## src/rtl/posc_pkg.sv

```systemverilog
package posc_pkg;

    // strap bus width, lines 0..48
    localparam int STRAP_W = 49;

    // configuration index offsets
    localparam logic [7:0] IDX_CLK_STRAP_A   = 8'h4A;
    localparam logic [7:0] IDX_DESKEW_STRAP  = 8'h4B;
    localparam logic [7:0] IDX_CLK_PAD_STRAP = 8'h4C;
    localparam logic [7:0] IDX_HOST_PLL      = 8'h5F;

    // strap line positions
    localparam int LN_PLL_SPD_LO  = 2;
    localparam int LN_PCI_DIV_A   = 4;
    localparam int LN_MEM_SYNC    = 5;
    localparam int LN_PCI_RANGE   = 6;
    localparam int LN_DESKEW_LO   = 10;
    localparam int LN_CLK_PAD_LO  = 16;
    localparam int LN_PCI_DIV_B   = 17;
    localparam int LN_HOST_PAD    = 18;
    localparam int LN_MEM_PAD     = 19;
    localparam int LN_DOT_PAD     = 20;
    localparam int LN_PLL_LO      = 21;
    localparam int LN_PLL_SPD_HI  = 24;
    localparam int LN_DUAL        = 23;
    localparam int LN_CPU_MODE    = 40;
    localparam int LN_BUS_SEL     = 44;

    // register bit positions
    localparam int BIT_PCI_DIV_A  = 4;
    localparam int BIT_MEM_SYNC   = 5;
    localparam int BIT_RANGE_LO   = 6;
    localparam int BIT_DIV_B      = 1;
    localparam int BIT_HOST_PAD   = 2;
    localparam int BIT_MEM_PAD    = 3;
    localparam int BIT_DOT_PAD    = 4;
    localparam int BIT_DUAL_4C    = 5;

    // register value before capture
    localparam logic [7:0] REG_RESET = 8'h00;

    // pci clock divide ratios
    localparam logic [2:0] DIV_BY_4 = 3'h4;
    localparam logic [2:0] DIV_BY_3 = 3'h3;
    localparam logic [2:0] DIV_BY_2 = 3'h2;

    typedef enum logic [1:0] {
        RANGE_16_32  = 2'h0,
        RANGE_32_64  = 2'h1,
        RANGE_ABV_64 = 2'h2,
        RANGE_RSV    = 2'h3
    } posc_range_t;

    typedef enum logic [1:0] {
        ST_RESET  = 2'h0,
        ST_SAMPLE = 2'h1,
        ST_RUN    = 2'h3
    } posc_state_t;

    typedef struct packed {
        logic        host_clk_internal;
        logic        mem_clk_internal;
        logic        dot_clk_internal;
        logic        mem_host_sync;
        posc_range_t pci_range;
        logic [2:0]  pci_div;
        logic [4:0]  host_pll_speed;
        logic        cpu_mode;
        logic        bus_select_local;
    } posc_cfg_t;

endpackage

```

## src/rtl/posc_top.sv

```systemverilog
`timescale 1ns/1ps
`default_nettype none

// Functional notes
// - at the end of reset the strap lines are latched into registers.
// - host clock pad strap shows in 4C bit 2, low external, high internal.
// - memory clock pad strap shows in 4C bit 3, zero external.
// - dot clock pad strap shows in 4C bit 4, zero external.
// - five host pll speed straps show in 5F bits 7:6 and 5:3.
// - pci divisor straps show in 4A bit 4 and 4C bit 1.
// - pci clock is host clock over 4, 3 when only a is high, 2 if both.
// - two pci range straps show in 4A bits 7:6 and set the pci pll.
// - range code 00 is 16-32, 01 is 32-64, 10 above 64, 11 reserved.
// - sync strap zero leaves memory and host clocks unsynchronised.
// - strap line 23 shows in both 5F bit 2 and 4C bit 5.
// - bus select strap acts in hardware only and is never readable.
module posc_top (
    input  wire logic                          CLOCK_I,
    input  wire logic                          SYS_RST_I,
    input  wire logic [posc_pkg::STRAP_W-1:0]  STRAP_DATA_LINE_I,
    input  wire logic                          CFG_WR_I,
    input  wire logic [7:0]                    CFG_ADDR_I,
    input  wire logic [7:0]                    CFG_WDATA_I,
    output logic      [7:0]                    CFG_RDATA_O,
    output logic                               CFG_HIT_O,
    output logic                               CFG_VALID_O,
    output logic                               HOST_CLK_INTERNAL_O,
    output logic                               MEM_CLK_INTERNAL_O,
    output logic                               DOT_CLK_INTERNAL_O,
    output logic                               MEM_HOST_SYNC_O,
    output logic      [1:0]                    PCI_RANGE_O,
    output logic      [2:0]                    PCI_CLOCK_OUTPUT_DIV_O,
    output logic      [4:0]                    HOST_PLL_SPEED_O,
    output logic                               CPU_MODE_O,
    output logic                               BUS_SELECT_LOCAL_O
);

    posc_pkg::posc_state_t  state_q;
    posc_pkg::posc_cfg_t    cfg;
    logic [posc_pkg::STRAP_W-1:0] sd;
    logic       load;
    logic [7:0] img_4a;
    logic [7:0] img_4b;
    logic [7:0] img_4c;
    logic [7:0] img_5f;
    logic [7:0] r4a;
    logic [7:0] r4b;
    logic [7:0] r4c;
    logic [7:0] r5f;
    logic       hw_cpu_q;
    logic       hw_bus_q;

    assign sd = STRAP_DATA_LINE_I;

    // capture sequencer: one sample cycle right after reset release
    always_ff @(posedge CLOCK_I or posedge SYS_RST_I) begin
        if (SYS_RST_I) begin
            state_q <= posc_pkg::ST_RESET;
        end else begin
            case (state_q)
                posc_pkg::ST_RESET:  state_q <= posc_pkg::ST_SAMPLE;
                posc_pkg::ST_SAMPLE: state_q <= posc_pkg::ST_RUN;
                posc_pkg::ST_RUN:    state_q <= posc_pkg::ST_RUN;
                default:             state_q <= posc_pkg::ST_RESET;
            endcase
        end
    end

    assign load = (state_q == posc_pkg::ST_RESET);

    always_comb begin
        img_4a = posc_pkg::REG_RESET;
        img_4a[posc_pkg::BIT_RANGE_LO +: 2] = sd[posc_pkg::LN_PCI_RANGE +: 2];
        img_4a[posc_pkg::BIT_MEM_SYNC] = sd[posc_pkg::LN_MEM_SYNC];
        img_4a[posc_pkg::BIT_PCI_DIV_A] = sd[posc_pkg::LN_PCI_DIV_A];
        img_4a[3:2] = sd[posc_pkg::LN_PLL_SPD_LO +: 2];
    end

    always_comb begin
        img_4b = posc_pkg::REG_RESET;
        img_4b[7:1] = {sd[posc_pkg::LN_DESKEW_LO +: 6], sd[1]};
    end

    always_comb begin
        img_4c = posc_pkg::REG_RESET;
        img_4c[0] = sd[posc_pkg::LN_CLK_PAD_LO];
        img_4c[posc_pkg::BIT_DIV_B] = sd[posc_pkg::LN_PCI_DIV_B];
        img_4c[posc_pkg::BIT_HOST_PAD] = sd[posc_pkg::LN_HOST_PAD];
        img_4c[posc_pkg::BIT_MEM_PAD] = sd[posc_pkg::LN_MEM_PAD];
        img_4c[posc_pkg::BIT_DOT_PAD] = sd[posc_pkg::LN_DOT_PAD];
        img_4c[posc_pkg::BIT_DUAL_4C] = sd[posc_pkg::LN_DUAL];
    end

    always_comb begin
        img_5f = posc_pkg::REG_RESET;
        img_5f[7:6] = sd[posc_pkg::LN_PLL_SPD_LO +: 2];
        img_5f[5:3] = sd[posc_pkg::LN_PLL_SPD_HI +: 3];
        img_5f[2:0] = sd[posc_pkg::LN_PLL_LO +: 3];
    end

    // hold captured until reset or write
    posc_reg8 #(.INDEX(posc_pkg::IDX_CLK_STRAP_A)) u_r4a (
        .clk_i      (CLOCK_I),
        .rst_i      (SYS_RST_I),
        .load_i     (load),
        .load_val_i (img_4a),
        .wr_i       (CFG_WR_I),
        .addr_i     (CFG_ADDR_I),
        .wdata_i    (CFG_WDATA_I),
        .val_o      (r4a)
    );
    posc_reg8 #(.INDEX(posc_pkg::IDX_DESKEW_STRAP)) u_r4b (
        .clk_i      (CLOCK_I),
        .rst_i      (SYS_RST_I),
        .load_i     (load),
        .load_val_i (img_4b),
        .wr_i       (CFG_WR_I),
        .addr_i     (CFG_ADDR_I),
        .wdata_i    (CFG_WDATA_I),
        .val_o      (r4b)
    );
    posc_reg8 #(.INDEX(posc_pkg::IDX_CLK_PAD_STRAP)) u_r4c (
        .clk_i      (CLOCK_I),
        .rst_i      (SYS_RST_I),
        .load_i     (load),
        .load_val_i (img_4c),
        .wr_i       (CFG_WR_I),
        .addr_i     (CFG_ADDR_I),
        .wdata_i    (CFG_WDATA_I),
        .val_o      (r4c)
    );
    posc_reg8 #(.INDEX(posc_pkg::IDX_HOST_PLL)) u_r5f (
        .clk_i      (CLOCK_I),
        .rst_i      (SYS_RST_I),
        .load_i     (load),
        .load_val_i (img_5f),
        .wr_i       (CFG_WR_I),
        .addr_i     (CFG_ADDR_I),
        .wdata_i    (CFG_WDATA_I),
        .val_o      (r5f)
    );

    always_ff @(posedge CLOCK_I or posedge SYS_RST_I) begin
        if (SYS_RST_I) begin
            hw_cpu_q <= 1'h0;
            hw_bus_q <= 1'h0;
        end else if (load) begin
            hw_cpu_q <= sd[posc_pkg::LN_CPU_MODE];
            hw_bus_q <= sd[posc_pkg::LN_BUS_SEL];
        end
    end

    always_comb begin
        cfg.host_clk_internal = r4c[posc_pkg::BIT_HOST_PAD];
        cfg.mem_clk_internal  = r4c[posc_pkg::BIT_MEM_PAD];
        cfg.dot_clk_internal  = r4c[posc_pkg::BIT_DOT_PAD];
        cfg.mem_host_sync     = r4a[posc_pkg::BIT_MEM_SYNC];
        cfg.pci_range = posc_pkg::posc_range_t'(
            r4a[posc_pkg::BIT_RANGE_LO +: 2]);
        if (!r4a[posc_pkg::BIT_PCI_DIV_A]) begin
            cfg.pci_div = posc_pkg::DIV_BY_4;
        end else if (!r4c[posc_pkg::BIT_DIV_B]) begin
            cfg.pci_div = posc_pkg::DIV_BY_3;
        end else begin
            cfg.pci_div = posc_pkg::DIV_BY_2;
        end
        cfg.host_pll_speed   = {r5f[7:6], r5f[5:3]};
        cfg.cpu_mode         = hw_cpu_q;
        cfg.bus_select_local = hw_bus_q;
    end

    // read mux, unmapped index reads zero
    always_comb begin
        CFG_HIT_O = 1'h1;
        case (CFG_ADDR_I)
            posc_pkg::IDX_CLK_STRAP_A:   CFG_RDATA_O = r4a;
            posc_pkg::IDX_DESKEW_STRAP:  CFG_RDATA_O = r4b;
            posc_pkg::IDX_CLK_PAD_STRAP: CFG_RDATA_O = r4c;
            posc_pkg::IDX_HOST_PLL:      CFG_RDATA_O = r5f;
            default: begin
                CFG_RDATA_O = 8'h00;
                CFG_HIT_O   = 1'h0;
            end
        endcase
    end

    assign CFG_VALID_O            = (state_q == posc_pkg::ST_RUN);
    assign HOST_CLK_INTERNAL_O    = cfg.host_clk_internal;
    assign MEM_CLK_INTERNAL_O     = cfg.mem_clk_internal;
    assign DOT_CLK_INTERNAL_O     = cfg.dot_clk_internal;
    assign MEM_HOST_SYNC_O        = cfg.mem_host_sync;
    assign PCI_RANGE_O            = cfg.pci_range;
    assign PCI_CLOCK_OUTPUT_DIV_O = cfg.pci_div;
    assign HOST_PLL_SPEED_O       = cfg.host_pll_speed;
    assign CPU_MODE_O             = cfg.cpu_mode;
    assign BUS_SELECT_LOCAL_O     = cfg.bus_select_local;

endmodule

`default_nettype wire

```

## src/rtl/posc_reg8.sv

```systemverilog
`timescale 1ns/1ps
`default_nettype none

// one configuration index: loads strap image, then software may overwrite
module posc_reg8 #(
    parameter logic [7:0] INDEX = 8'h00
) (
    input  wire logic       clk_i,
    input  wire logic       rst_i,
    input  wire logic       load_i,
    input  wire logic [7:0] load_val_i,
    input  wire logic       wr_i,
    input  wire logic [7:0] addr_i,
    input  wire logic [7:0] wdata_i,
    output logic      [7:0] val_o
);

    logic [7:0] val_q;

    always_ff @(posedge clk_i or posedge rst_i) begin
        if (rst_i) begin
            val_q <= posc_pkg::REG_RESET;
        end else if (load_i) begin
            val_q <= load_val_i;
        end else if (wr_i && addr_i == INDEX) begin
            val_q <= wdata_i;
        end
    end

    assign val_o = val_q;

endmodule

`default_nettype wire

```

## config.mk

```make
export PLATFORM = sky130hd
export DESIGN_NAME = posc_top
export DESIGN_NICKNAME = d
export VERILOG_FILES = /design/src/rtl/posc_pkg.sv /design/src/rtl/posc_top.sv /design/src/rtl/posc_reg8.sv
export SDC_FILE = /design/constraint.sdc
export NUM_CORES = 1
export LEC_CHECK = 0
export BUFFER_PORTS_ARGS = -buffer_cell sky130_fd_sc_hd__buf_2
export CORE_MARGIN = 1
export CORE_UTILIZATION = 51
export DETAILED_ROUTE_END_ITERATION = 16
export PLACE_DENSITY = 0.78
export SYNTH_ARGS = -nofsm -noshare
export SYNTH_HDL_FRONTEND = slang
export SYNTH_HIERARCHICAL = 1
export SYNTH_SLANG_ARGS = --single-unit
```

## constraint.sdc

```tcl
create_clock -name CLOCK_I -period 1.9 [get_ports CLOCK_I]
set_input_delay 0.095 -clock CLOCK_I [delete_from_list [all_inputs] [get_ports CLOCK_I]]
set_output_delay 0.095 -clock CLOCK_I [all_outputs]
set_load 0.01 [all_outputs]
```

==> summary.md <==
| Metric | Value |
|---|---|
| Leak Pwr | 1.34 nW |
| Met3 wire len | 608 um |
| Largest family of logic cells by synthesized area | simple AND/OR/NAND/NOR gates |
| Clock Latency Late Sink | 0.29 ns |
| Dominant synthesized flop cell | dfrtp_1 |
| Synth Register Bits | 36 |
| CTS tree | built |
| Inserted Diodes | 0 |
| Pwr Density | 581 nW/um^2 |
| Seq/Total Area, Yosys | 32.5% |
| Max-slew headroom | 59.1% |
| Drt first pass iters | 5 |
| CP Capture Type | primary output |
| Post-Synth Simple-Gate Area | 29.4% |
| Metal-1 WL | 3300 um |
| WL/cell | 18.5 um |
| Die width | 75.7 um |
| Layout fillers | 469 |
| Vias in the first global route | 2292 |
| Initial Util | 53.5% |
| Worst EP required | 1.80 ns |
| Setup Skew | 0.00633 ns |
| Core area | 5170 um^2 |
| Worst r2r path cells | 4 |
| Most common cell after layout, fill and taps aside | buf_2 |
| Layout area overhead | 17.2% |
| Clock sinks | 36 |
| Initial antenna violation count | 0 |
| Clock Pin Slew Worst Setup and Hold Paths | 0.07 ns |
| Synth Warn # | 6 |
| WP data arrival | 1.49 ns |
| Die area | 5730 um^2 |
| Fin crit share | 83.2% |
| Setup_tns | 0 ns |
| Avg Inst Size Synth | 10.0 um^2 |
| Htree depth | 2 |
| Post-Synth Adder-Cell Area | 0% |
| Synth Area in XOR/XNOR | 0% |
| Final hold viol count | 0 |
| Synth Area in Compound Gates | 27.1% |
| Initial DRC Count | 225 |
| Largest net degree at the start of global routing | 30 |
| Setup violators final | 0 |
| Remaining antenna violation count | 0 |
| Inserted Clock Buffers | 5 |
| Commonest non-fill, non-tap cells in the layout | buf_2, dfrtp_1, nor2b_1 |
| Share of layout cells above drive strength 1 | 35.9% |
| FP Rows | 26 |
| Net count reported at finish | 412 |
| FMAX | 633 MHz |
| Post-DP HPWL | 5620 um |
| Hold path cells | 2 |
| Port Buffer Count | 70 |
| Worst hold margin | 0.0354 ns |
| Max Cap Violations | 0 |
| Routed vias | 2593 |
| Crit path max-delay cell type | buf_2 |
| Critical Path Source Type | input pin |
| DIE HEIGHT | 75.7 um |
| Post-synthesis mux area share | 3.71% |
| CP most frequent cell | buf_2 |
| CP cell instances | buf_2, nand4_1, nor2_2, a221o_1, buf_2 |
| RSZ-0062 raised after global routing | no |
| Vias per cell | 6.25 |
| Slew at the pin closest to its max-slew limit | 0.614 ns |
| Post-synth EDFFs | 0 |
| Drt total wl | 7680 um |
| Ports | 94 |
| Top Layer Used | met4 |
| Post-Syn Instances | 276 |
| Worst min path class | in -> reg |
| Final Max Slew Viols | 0 |
| Met2 WL post-DR | 3650 um |
| WS Path Type | in -> out |
| DRC errors left | 0 |
| Final global-route overflow total | 0 |
| Worst vdd ir | 0.302 mV |
| Post-synth cell types | 44 |
| Ys async rst share | 100% |
| Crit Path Max Fanout | 29 |
| Fin crit period | 1.58 ns |
| CP max stage delay | 0.48 ns |
| Gpl congestion | 0.874 |
| Status | finished clean |
| Setup Fix Bufs, Post-CTS | 0 |
| First-pass GRT wire length | 11600 um |
| CTS Root Cell | clkbuf_8 |
| Clock tree buffer depth | 2 |
| Mapped Area | 2770 um^2 |
| All-layer global routing usage | 28.2% |
[worst paths after layout]
| check | to | slack (ns) | startpoint |
|---|---|---|---|
| hold / removal | BUS_SELECT_LOCAL_O$_DFFE_PP0P_ | 0.04 | STRAP_DATA_LINE_I[44] |
| max in group asynchronous | u_r5f/val_o[5]$_DFFE_PP0P_ | 1.28 | SYS_RST_I |
| min in group asynchronous | BUS_SELECT_LOCAL_O$_DFFE_PP0P_ | 0.29 | SYS_RST_I |
| hold reg to reg | state_q[1]$_DFF_PP0_ | 0.47 | state_q[0]$_DFF_PP0_ |
| setup reg to reg | u_r5f/val_o[3]$_DFFE_PP0P_ | 0.55 | state_q[1]$_DFF_PP0_ |
| setup / recovery | CFG_RDATA_O[0] | 0.32 | CFG_ADDR_I[0] |
[power breakdown]
group | internal, W | leakage (nW) | switching [W]
clock network | 0.000290 | 0.0510 | 0.000289
logic | 0.000171 | 0.876 | 0.000228
registers | 0.000841 | 0.417 | 0.0000673
total | 0.00130 | 1.34 | 0.000584
[final cells by class]
cell class              count  area, um^2  area share [%]
repair buffers             82         443            13.7
flip-flops and latches     36         901            27.8
well taps                  70        87.6            2.70
multi-input cells         212        1690            52.2
clock inverters             2        10.0           0.309
inverters                   7        26.3           0.810
clock buffers               6        82.6            2.55
[Yosys cell counts (4+ instances only)]
cell type	number	area share (%)
a21oi_1	24	4.3
a221o_1	8	2.9
a2bb2oi_1	5	1.6
a31oi_1	25	5.7
a41oi_1	7	2.2
and4_1	8	2.5
and4b_1	8	2.9
and4bb_2	6	2.7
buf_2	9	1.6
buf_6	6	2.4
dfrtp_1	36	33
inv_1	7	0.95
mux2i_1	8	2.9
nand2b_1	5	1.1
nand4_1	4	0.90
nor2_1	7	0.95
nor2b_1	28	6.3
nor3_2	8	2.9
o31ai_1	24	6.5
o31ai_2	7	3.2
[timing repair]
action	4_1_cts	5_1_grt
setup endpoints to repair	0	0
resized for setup	0	0
hold buffers	1	0
endpoints found under the hold margin	36	0
[routing by layer]
metal  track usage, %  up-vias
met5                0        -
met4             9.26        0
met3             5.82       12
met2             42.8      126
met1             40.2     1226
li1                 -     1229
[stage by stage]
stage / power, W / area [um^2] / std cells / utilization (%) / setup WS (ns)
floorplan: 0.00114 / 2780 / 280 / - / 0.161
finish: 0.00189 / 3240 / 415 / 62.7 / 0.320
global placement: 0.00130 / 3140 / 406 / 60.7 / 0.354
detailed placement: 0.00131 / 3140 / 406 / 60.7 / 0.319
CTS: 0.00189 / 3240 / 415 / 62.7 / 0.317
global route: 0.00197 / 3240 / 415 / 62.7 / 0.196
[critical path, delay by kind of cell]
kind / cells / cell delay [ns]
and+or+nand+nor: 2 / 0.54
buffers and inverters: 2 / 0.61
AOI/OAI and AO/OA: 1 / 0.23
[flip-flops by register name (all words and copies together), names as in the netlist]
register	cells
BUS_SELECT_LOCAL_O	1
u_r4a/val_o	8
u_r5f/val_o	8
state_q	2
u_r4b/val_o	8
CPU_MODE_O	1
u_r4c/val_o	8
[kinds of logic (layout without fill, tap and decap cells)]
group           Yosys count  after routing
compound gates          101            101
simple gates             96             96
other cells               1              5
buf+inv                  32             97
flops                    36             36
mux                      10             10
Power figures use the tool's default switching activity.
